[src/pkg/flash_sp_pkg.sv]
// shared constants for the flash self-programming controller
package flash_sp_pkg;
  // register byte offsets on the AXI4-Lite slave
  localparam logic [7:0] OFF_CMD = 8'h00;
  localparam logic [7:0] OFF_STATUS = 8'h04;
  localparam logic [7:0] OFF_PROTECT_CMD = 8'h08;
  localparam logic [7:0] OFF_MODE = 8'h0C;
  localparam logic [7:0] OFF_APH = 8'h10;
  localparam logic [7:0] OFF_APL = 8'h14;
  localparam logic [7:0] OFF_APHC = 8'h18;
  localparam logic [7:0] OFF_APLC = 8'h1C;
  localparam logic [7:0] OFF_PROTECT = 8'h20;
  localparam logic [7:0] OFF_CTRL = 8'h24;
  // codes and values
  localparam logic [7:0] UNLOCK_CODE = 8'hA5;
  localparam logic [7:0] CMD_NONE = 8'h00;
  localparam logic [7:0] CMD_BLOCK_ERASE = 8'h03;
  localparam logic [7:0] MODE_NORMAL = 8'h00;
  localparam logic [7:0] MODE_SELF = 8'h01;
  localparam logic [7:0] BYTE_ZERO = 8'h00;
  localparam logic [7:0] BYTE_ONES = 8'hFF;
  localparam logic [7:0] PROTECT_RESET = 8'h00;
  // status and control bit positions
  localparam int ST_SEQ_ERR = 0;
  localparam int ST_VERIFY_ERR = 1;
  localparam int ST_PROT_ERR = 2;
  localparam int CTRL_HALT = 0;
  localparam int CTRL_FAIL = 1;
  // erase time and its cycle count at 20 MHz
  localparam int CLK_HZ = 20000000;
  localparam int ERASE_TIME_US = 100;
  localparam int ERASE_CYCLES = (ERASE_TIME_US * (CLK_HZ / 1000000));
  localparam logic [1:0] RESP_OKAY = 2'b00;
  localparam logic [1:0] RESP_SLVERR = 2'b10;
  typedef enum logic [1:0] {
    SEQ_IDLE = 2'b00,
    SEQ_UNLOCKED = 2'b01,
    SEQ_GOT_VALUE = 2'b10,
    SEQ_GOT_INVERSE = 2'b11
  } seq_state_t;
endpackage : flash_sp_pkg

[src/verilog/flash_self_program_control.sv]
// flash self-programming control: protected mode change and block erase
`timescale 1ns/1ps
module flash_self_program_control #(
  parameter int ERASE_CYCLES = flash_sp_pkg::ERASE_CYCLES,
  parameter int AW = 8
) (
  input wire logic aclk,
  input wire logic aresetn,
  input wire logic [AW-1:0] s_axi_awaddr,
  input wire logic s_axi_awvalid,
  output logic s_axi_awready,
  input wire logic [31:0] s_axi_wdata,
  input wire logic [3:0] s_axi_wstrb,
  input wire logic s_axi_wvalid,
  output logic s_axi_wready,
  output logic [1:0] s_axi_bresp,
  output logic s_axi_bvalid,
  input wire logic s_axi_bready,
  input wire logic [AW-1:0] s_axi_araddr,
  input wire logic s_axi_arvalid,
  output logic s_axi_arready,
  output logic [31:0] s_axi_rdata,
  output logic [1:0] s_axi_rresp,
  output logic s_axi_rvalid,
  input wire logic s_axi_rready,
  input wire logic cpu_halt,
  output logic cpu_release,
  output logic self_mode,
  output logic erase_active,
  output logic [7:0] erase_block
);
  localparam int CW = $clog2(ERASE_CYCLES + 1);

  logic [7:0] cmd_r, aph_r, apl_r, aphc_r, aplc_r, prot_r, target_r;
  logic [2:0] status_r;
  logic fail_r;
  flash_sp_pkg::seq_state_t seq_r;
  logic [CW-1:0] cnt_r;
  logic [AW-1:0] awaddr_r;
  logic [31:0] wdata_r;
  logic [3:0] wstrb_r;
  logic aw_held_r, w_held_r;
  logic wr_go;
  logic [7:0] wbyte;

  // block n is protected when n < protected count held in protect reg
  function automatic logic blk_protected(input logic [7:0] blk,
                                         input logic [7:0] lim);
    blk_protected = (blk < lim);
  endfunction : blk_protected

  // write channel: address and data taken in either order
  assign wr_go = aw_held_r && w_held_r && !s_axi_bvalid;
  assign wbyte = wdata_r[7:0];

  always_ff @(posedge aclk) begin
    if (!aresetn) begin
      aw_held_r <= 1'b0;
      w_held_r <= 1'b0;
      awaddr_r <= '0;
      wdata_r <= '0;
      wstrb_r <= '0;
      s_axi_awready <= 1'b0;
      s_axi_wready <= 1'b0;
    end else begin
      s_axi_awready <= !aw_held_r && !s_axi_awready;
      s_axi_wready <= !w_held_r && !s_axi_wready;
      if (s_axi_awvalid && s_axi_awready) begin
        aw_held_r <= 1'b1;
        awaddr_r <= s_axi_awaddr;
        s_axi_awready <= 1'b0;
      end else if (wr_go) begin
        aw_held_r <= 1'b0;
      end
      if (s_axi_wvalid && s_axi_wready) begin
        w_held_r <= 1'b1;
        wdata_r <= s_axi_wdata;
        wstrb_r <= s_axi_wstrb;
        s_axi_wready <= 1'b0;
      end else if (wr_go) begin
        w_held_r <= 1'b0;
      end
    end
  end

  always_ff @(posedge aclk) begin
    if (!aresetn) begin
      s_axi_bvalid <= 1'b0;
      s_axi_bresp <= flash_sp_pkg::RESP_OKAY;
    end else if (wr_go) begin
      s_axi_bvalid <= 1'b1;
      if (awaddr_r > flash_sp_pkg::OFF_CTRL || awaddr_r[1:0] != 2'b00)
        s_axi_bresp <= flash_sp_pkg::RESP_SLVERR;
      else
        s_axi_bresp <= flash_sp_pkg::RESP_OKAY;
    end else if (s_axi_bready) begin
      s_axi_bvalid <= 1'b0;
    end
  end

  // plain configuration registers, written only when lane 0 is enabled
  always_ff @(posedge aclk) begin
    if (!aresetn) begin
      cmd_r <= flash_sp_pkg::CMD_NONE;
      aph_r <= flash_sp_pkg::BYTE_ZERO;
      apl_r <= flash_sp_pkg::BYTE_ZERO;
      aphc_r <= flash_sp_pkg::BYTE_ZERO;
      aplc_r <= flash_sp_pkg::BYTE_ZERO;
      prot_r <= flash_sp_pkg::PROTECT_RESET;
    end else if (wr_go && wstrb_r[0]) begin
      if (awaddr_r == flash_sp_pkg::OFF_CMD) cmd_r <= wbyte;
      else if (awaddr_r == flash_sp_pkg::OFF_APH) aph_r <= wbyte;
      else if (awaddr_r == flash_sp_pkg::OFF_APL) apl_r <= wbyte;
      else if (awaddr_r == flash_sp_pkg::OFF_APHC) aphc_r <= wbyte;
      else if (awaddr_r == flash_sp_pkg::OFF_APLC) aplc_r <= wbyte;
      else if (awaddr_r == flash_sp_pkg::OFF_PROTECT) prot_r <= wbyte;
    end
  end

  // protected sequence; any other write in between breaks it
  logic wr_lane0, wr_pcmd, wr_mode, seq_fail;
  assign wr_lane0 = wr_go && wstrb_r[0];
  assign wr_pcmd = wr_lane0 && awaddr_r == flash_sp_pkg::OFF_PROTECT_CMD;
  assign wr_mode = wr_lane0 && awaddr_r == flash_sp_pkg::OFF_MODE;
  always_comb begin
    seq_fail = 1'b0;
    case (seq_r)
      flash_sp_pkg::SEQ_IDLE: seq_fail = wr_mode;
      flash_sp_pkg::SEQ_UNLOCKED: seq_fail = wr_go && !wr_mode;
      flash_sp_pkg::SEQ_GOT_VALUE:
        seq_fail = wr_go && !(wr_mode && wbyte == ~target_r);
      flash_sp_pkg::SEQ_GOT_INVERSE:
        seq_fail = wr_go && !(wr_mode && wbyte == target_r);
      default: seq_fail = 1'b0;
    endcase
  end

  always_ff @(posedge aclk) begin
    if (!aresetn) begin
      seq_r <= flash_sp_pkg::SEQ_IDLE;
      target_r <= flash_sp_pkg::MODE_NORMAL;
      self_mode <= 1'b0;
    end else if (seq_fail) begin
      seq_r <= flash_sp_pkg::SEQ_IDLE;
    end else if (wr_go) begin
      case (seq_r)
        flash_sp_pkg::SEQ_IDLE:
          if (wr_pcmd && wbyte == flash_sp_pkg::UNLOCK_CODE)
            seq_r <= flash_sp_pkg::SEQ_UNLOCKED;
        flash_sp_pkg::SEQ_UNLOCKED: begin
          target_r <= wbyte;
          seq_r <= flash_sp_pkg::SEQ_GOT_VALUE;
        end
        flash_sp_pkg::SEQ_GOT_VALUE: seq_r <= flash_sp_pkg::SEQ_GOT_INVERSE;
        flash_sp_pkg::SEQ_GOT_INVERSE: begin
          // 00h returns to normal, 01h enters self mode
          self_mode <= (target_r == flash_sp_pkg::MODE_SELF);
          seq_r <= flash_sp_pkg::SEQ_IDLE;
        end
        default: seq_r <= flash_sp_pkg::SEQ_IDLE;
      endcase
    end
  end

  // erase engine: halt in self mode starts the selected command
  logic start, done, prot_hit, bad_ptr;
  assign start = cpu_halt && self_mode && !erase_active && !cpu_release;
  assign done = erase_active && cnt_r == CW'(1);
  assign prot_hit = blk_protected(aph_r, prot_r);
  assign bad_ptr = (aph_r != aphc_r) || (apl_r != flash_sp_pkg::BYTE_ZERO)
                   || (aplc_r != flash_sp_pkg::BYTE_ZERO);

  always_ff @(posedge aclk) begin
    if (!aresetn) begin
      erase_active <= 1'b0;
      erase_block <= flash_sp_pkg::BYTE_ZERO;
      cnt_r <= '0;
      cpu_release <= 1'b0;
    end else begin
      cpu_release <= 1'b0;
      if (start) begin
        if (cmd_r == flash_sp_pkg::CMD_BLOCK_ERASE && !prot_hit
            && !bad_ptr) begin
          erase_active <= 1'b1;
          erase_block <= aph_r;
          cnt_r <= CW'(ERASE_CYCLES);
        end else begin
          cpu_release <= 1'b1;
        end
      end else if (done) begin
        erase_active <= 1'b0;
        cpu_release <= 1'b1;
      end else if (erase_active) begin
        cnt_r <= cnt_r - CW'(1);
      end
    end
  end

  // status: hardware set wins over a software clear in the same cycle
  logic st_wr;
  assign st_wr = wr_lane0 && awaddr_r == flash_sp_pkg::OFF_STATUS;
  always_ff @(posedge aclk) begin
    if (!aresetn) begin
      status_r <= '0;
      fail_r <= 1'b0;
    end else begin
      if (st_wr) status_r <= wbyte[2:0];
      if (seq_fail) status_r[flash_sp_pkg::ST_SEQ_ERR] <= 1'b1;
      if (start && cmd_r == flash_sp_pkg::CMD_BLOCK_ERASE) begin
        if (prot_hit)
          status_r[flash_sp_pkg::ST_PROT_ERR] <= 1'b1;
        else if (bad_ptr || fail_r)
          status_r[flash_sp_pkg::ST_VERIFY_ERR] <= 1'b1;
      end
      if (wr_lane0 && awaddr_r == flash_sp_pkg::OFF_CTRL)
        fail_r <= wbyte[flash_sp_pkg::CTRL_FAIL];
    end
  end

  // read channel, one cycle after address acceptance
  always_ff @(posedge aclk) begin
    if (!aresetn) begin
      s_axi_arready <= 1'b0;
      s_axi_rvalid <= 1'b0;
      s_axi_rdata <= '0;
      s_axi_rresp <= flash_sp_pkg::RESP_OKAY;
    end else begin
      s_axi_arready <= !s_axi_rvalid && !s_axi_arready;
      if (s_axi_arvalid && s_axi_arready) begin
        s_axi_arready <= 1'b0;
        s_axi_rvalid <= 1'b1;
        s_axi_rresp <= flash_sp_pkg::RESP_OKAY;
        s_axi_rdata <= '0;
        if (s_axi_araddr == flash_sp_pkg::OFF_CMD)
          s_axi_rdata[7:0] <= cmd_r;
        else if (s_axi_araddr == flash_sp_pkg::OFF_STATUS)
          s_axi_rdata[2:0] <= status_r;
        else if (s_axi_araddr == flash_sp_pkg::OFF_MODE)
          s_axi_rdata[0] <= self_mode;
        else if (s_axi_araddr == flash_sp_pkg::OFF_APH)
          s_axi_rdata[7:0] <= aph_r;
        else if (s_axi_araddr == flash_sp_pkg::OFF_APL)
          s_axi_rdata[7:0] <= apl_r;
        else if (s_axi_araddr == flash_sp_pkg::OFF_APHC)
          s_axi_rdata[7:0] <= aphc_r;
        else if (s_axi_araddr == flash_sp_pkg::OFF_APLC)
          s_axi_rdata[7:0] <= aplc_r;
        else if (s_axi_araddr == flash_sp_pkg::OFF_PROTECT)
          s_axi_rdata[7:0] <= prot_r;
        else if (s_axi_araddr == flash_sp_pkg::OFF_CTRL)
          s_axi_rdata[1:0] <= {fail_r, erase_active};
        else if (s_axi_araddr != flash_sp_pkg::OFF_PROTECT_CMD)
          s_axi_rresp <= flash_sp_pkg::RESP_SLVERR;
      end else if (s_axi_rready) begin
        s_axi_rvalid <= 1'b0;
      end
    end
  end
endmodule : flash_self_program_control

[config.mk]
export PLATFORM = sky130hd
export DESIGN_NAME = flash_self_program_control
export DESIGN_NICKNAME = d
export VERILOG_FILES = /design/src/pkg/flash_sp_pkg.sv /design/src/verilog/flash_self_program_control.sv
export SDC_FILE = /design/constraint.sdc
export NUM_CORES = 1
export LEC_CHECK = 0
export BUFFER_PORTS_ARGS = -buffer_cell sky130_fd_sc_hd__buf_2
export CORE_ASPECT_RATIO = 0.8
export CORE_MARGIN = 2
export CORE_UTILIZATION = 30
export DETAILED_ROUTE_END_ITERATION = 8
export GPL_ROUTABILITY_DRIVEN = 0
export GPL_TIMING_DRIVEN = 0
export PLACE_DENSITY = 0.56
export SLEW_MARGIN = 20
export SYNTH_ARGS = -nofsm -noshare
export SYNTH_HDL_FRONTEND = slang
export SYNTH_SLANG_ARGS = --single-unit
[constraint.sdc]
create_clock -name aclk -period 3.3 [get_ports aclk]
set_input_delay 0.165 -clock aclk [delete_from_list [all_inputs] [get_ports aclk]]
set_output_delay 0.165 -clock aclk [all_outputs]
set_load 0.1 [all_outputs]
* Yosys cells after proc, flatten, opt, wreduce, memory -nomap -nowiden
Index checks and enable logic that the tools add are counted.
Cells by class: muxes and demuxes 49, bitwise gates (word level) 8, order comparisons 2, reductions and logical operators 73, $add $sub $neg 1, equal/unequal tests 31
Operators with widths (number):
- $eq A8 B5 Y1 const B | 8
- $mux W11 | 4
- $mux W8 | 5
- $eq A8 B6 Y1 const B | 4
- $mux W2 | 15
- $logic_and A1 B1 Y1 | 26
- $eq A8 B4 Y1 const B | 3
- $mux W1 | 18
- $eq A8 B3 Y1 const B | 2
- $eq A8 B8 Y1 | 2
- $logic_not A8 Y1 | 2
- $reduce_bool A2 Y1 | 8
- $reduce_bool A8 Y1 | 2
- $logic_not A1 Y1 | 14
- $reduce_and A3 Y1 | 4
- $eq A11 B1 Y1 const B | 1
- $sub A11 B1 Y11 const B | 1
- $eq A8 B1 Y1 const B | 1
- $eq A8 B2 Y1 const B | 1
- $eq A8 B8 Y1 const B | 1
- $gt A8 B6 Y1 const B | 1
- $lt A8 B8 Y1 | 1
- $ne A8 B4 Y1 const B | 1
- $ne A8 B8 Y1 | 1
- other kinds (20) | 38
Word-level totals: output and inout bits 52, flip-flop bits (word level) 120, word-level logic and storage cells 193

* Depth between registers and ports, before layout
depth in word-level cells 11, mapped depth 8

* Least setup slack after synthesis
OpenSTA, ideal clock, no wires.
kind reg-to-reg, from reg wdata_r[4], to reg target_r[0], stages on the path, launching flop included 8, setup slack 768 ps, arrival 2461 ps, cell sequence dfxtp_1 buf_6 xnor2_1 or4_4 o41ai_4 nand3_2 o41ai_4 mux2i_1
On the way: longest elaborated chain between the ends 7, elaborated cells between the ends (all ways) 11, those cells by class eq/ne (2); mux (1); bitwise (1); reduce/logical (7)
Ends and longest elaborated chain:
- start, declared | RTL line flash_self_program_control.sv:40 | logic [31:0] wdata_r;
- start signal, assigned | RTL line flash_self_program_control.sv:77 | wdata_r <= s_axi_wdata;
- $eq A8 B8 Y1 (on tied branches) | RTL line flash_self_program_control.sv:133, flash_self_program_control.sv:131
- $logic_and A1 B1 Y1 (on tied branches) | RTL line flash_self_program_control.sv:133, flash_self_program_control.sv:131
- $logic_not A1 Y1 (on tied branches) | RTL line flash_self_program_control.sv:133, flash_self_program_control.sv:131
- $logic_and A1 B1 Y1 (on tied branches) | RTL line flash_self_program_control.sv:133, flash_self_program_control.sv:131
- $pmux W1 S4 (*) | RTL line flash_self_program_control.sv:127 | case (seq_r)
- $not A1 Y1 (no line) (*)
- $reduce_and A3 Y1 (no line) (*)
- end signal, assigned | RTL line flash_self_program_control.sv:141 | target_r <= flash_sp_pkg::MODE_NORMAL;
- end signal, assigned | RTL line flash_self_program_control.sv:151 | target_r <= wbyte;
- end, declared | RTL line flash_self_program_control.sv:34 | logic [7:0] cmd_r, aph_r, apl_r, aphc_r, aplc_r, prot_r, target_r;
Mark *: on every way between the ends. The rest lies on a longest branch, timed or not. A chain may end at the register's enable or synchronous reset.

* Worst setup path after layout
from reg wdata_r[4], to reg target_r[5]
Same word-level chain as after synthesis.

==> out/results.ini <==
[synth]
ys_warn_count=0
synth_flop_cell=dfxtp_1
syn_area_per_cell_sq_um=8.371
synth_cell_type_count=55
syn_area_sq_um=6052
synth-seq-cells=118
syn_inst=723
seq_area_frac_synth_pct=39.03
synth_edf_count=0
ys_async_sr_fraction_pct=0

[floorplanning]
ios=112
dieWidth_um=162.8
initial_utilization_pct=30.57
die_area_sq_um=21330
die_h_um=131.0
coreArea_sq_um=19800
row_count=46

[route]
first_pass_iters=5
vias_per_cell=4.958
ant_nets=0
wire_per_inst_um=16.41
drt_wl_total_mm=18.25
drcViolationCount=0
drtIter0Drc=435
vias=5513

[cts]
htreeDepth=4
cts_buffers=17
post_cts_buffers=0
cts_root_buf=clkbuf_16
clk_pin_slew_worst_paths_ns=0.06
cts_sinks=118
cts_max_path_buffers=2
cts_tree=yes
holdBufCountCts=12
ctsResizeCount=0
clock_latency_ns=0.42

[global_route]
grt_pass1_vias=4932
grt_antenna_before_repair=1
grt_pass1_wl_mm=28.37
grt_overflow=0
track_usage_pct=17.69
grt_max_degree=17

[sta]
fin_setup_tns_ns=0
fin_skew_ns=0.009890
slew_violations=0
rsz0062_at_grt=false
slew_headroom_pct=46.21
fmaxAchievable_ghz=0.3540
tightest_slew_ns=0.7957
fin_crit_sh_pct=85.60
setup_viol_count_final=0
min_period_ns=2.825
hold_viol_final=0

[run_status]
outcome=finished, final reports clean

[job]
cap_violations=0

[worst_setup_path]
crit_arrival_ns=3.17
required_ns=3.65
cp-start-kind=flip-flop
worst-setup-path-type=reg2reg
crit_fanout=10
worstSetupEndpointType=flip-flop

[placement]
place_inst=1067
place_area_sq_um=6758
hpwl_mm=13.23
io_buffers=54

[pwr]
ir_worst_vdd_mv=0.4060
power.leakage_nw=3.134
power_density_nw_per_um2=498.0

[final_layout]
nets=908
area_growth_pct=23.11
finish.utilization_pct=37.63
fin_cells=1112
drive_gt1_share_pct=14.99
final_cell_area_sq_um=7451

[worst_hold_path]
hold_class=in2reg

-- metrics by stage --
step | hold slack [ns] | worst slack (ns) | total power, mW
5_1_grt | 0.02093 | 0.3283 | 3.831
6_report | 0.01721 | 0.4753 | 3.710
4_1_cts | 0.003164 | 0.4675 | 3.728
2_1_floorplan | 0.3010 | 0.7676 | 1.844
3_5_place_dp | 0.4196 | 0.4877 | 1.938
3_3_place_gp | 0.4212 | 0.2217 | 1.934
-- final timing paths --
path	from	to	cells after the start	slack (ns)
setup / recovery	wdata_r[4]	target_r[5]	7	0.48
hold / removal	s_axi_awaddr[3]	awaddr_r[3]	3	0.02
setup reg to reg	wdata_r[4]	target_r[5]	7	0.48
hold reg to reg	s_axi_rvalid	s_axi_arready	1	0.44
-- power by group --
group	switching, mW	internal, mW
clock	0.697	1.09
sequential	0.0166	1.45
combinational	0.355	0.102
total	1.07	2.64
-- registers in the layout, summed over array words and instances (netlist names), 8 cells and up --
name	count
aplc_r	8
apl_r	8
prot_r	8
cmd_r	8
awaddr_r	8
aph_r	8
erase_block	8
aphc_r	8
cnt_r	11
target_r	8
wdata_r	8
s_axi_rdata	8
-- area by class of cell --
| class | instances | area [sq um] |
|---|---|---|
| Buffer | 69 | 367.9 |
| Clock inverter | 11 | 100.1 |
| Timing Repair Buffer | 67 | 395.4 |
| Antenna cell | 1 | 2.502 |
| Fill cell | 2116 | 12350 |
| Sequential cell | 118 | 2362 |
| Multi-Input combinational cell | 542 | 3351 |
| Tap cell | 264 | 330.3 |
| Inverter | 19 | 71.32 |
| Clock buffer | 21 | 470.5 |
-- critical path, stage by stage, from the launching register on --
cell and delay (ns):
dfxtp_1 0.30, buf_6 0.15, xnor2_1 0.15, or4_4 0.55, o41ai_4 0.40, nand3_2 0.16
o41ai_4 0.78, mux2i_1 0.25
-- Yosys cell counts, types with 4 or more instances --
cell      number  area (sq um)
o21a_1         4         30.03
nand2_1      115         431.7
nand3_1       33         165.2
a31oi_1        7         43.79
buf_1          5         18.77
ha_1          14         175.2
nor4b_1        5         43.79
o22ai_1        5         31.28
buf_4         27         202.7
nor3_1        13         65.06
a21oi_1       51         255.2
nand4_1       11         68.82
inv_1         19         71.32
nand2b_1       5         31.28
clkbuf_1      36         135.1
xnor2_1       18         157.7
nor2_1        52         195.2
o21ai_0       20         100.1
xor2_1         4         35.03
and3_1         9         56.30
nor2b_1        7         43.79
nor4_1        14         87.58
mux2i_1       63         630.6
a21boi_0      13         97.59
dfxtp_1      118          2362
a21o_1         6         45.04
-- cells by family after synthesis --
logic type	Yosys count	synth area share [%]
adders and majority gates	14	2.894
xor gates and xnor gates	23	3.453
buffers and inverters	88	7.257
AOI/OAI and AO/OA	126	13.40
DFF	118	39.03
muxes	66	10.98
and+or+nand+nor	287	22.93
other	1	0.06196
-- per-layer routing --
layer | global-route usage, % | vias up | wire (um)
li1 | - | 2714 | -
met1 | 24.98 | 2626 | 8909
met2 | 26.67 | 143 | 7966
met3 | 3.567 | 30 | 967
met4 | 6.663 | 0 | 403
met5 | 0 | - | 0
-- cells in the final DEF, fill, tap and decap left out, types with 6 or more instances in the layout --
cell           Yosys  layout
conb_1             1      26
ha_1              14      14
dlygate4sd3_1      0      12
a21oi_1           51      51
a21o_1             6       6
nand3_1           33      33
nor3_1            13      13
nand2_1          115     115
dfxtp_1          118     118
mux2i_1           63      63
nand4_1           11      11
a21boi_0          13      13
o21ai_0           20      20
buf_4             27      27
buf_2              0      55
nor4_1            14      13
nor2b_1            7       7
clkbuf_16          0      17
clkbuf_1          36      37
xnor2_1           18      18
inv_1             19      19
nor2_1            52      52
a31oi_1            7       7
and3_1             9       9
No activity file was read; power rests on OpenSTA's default activity.
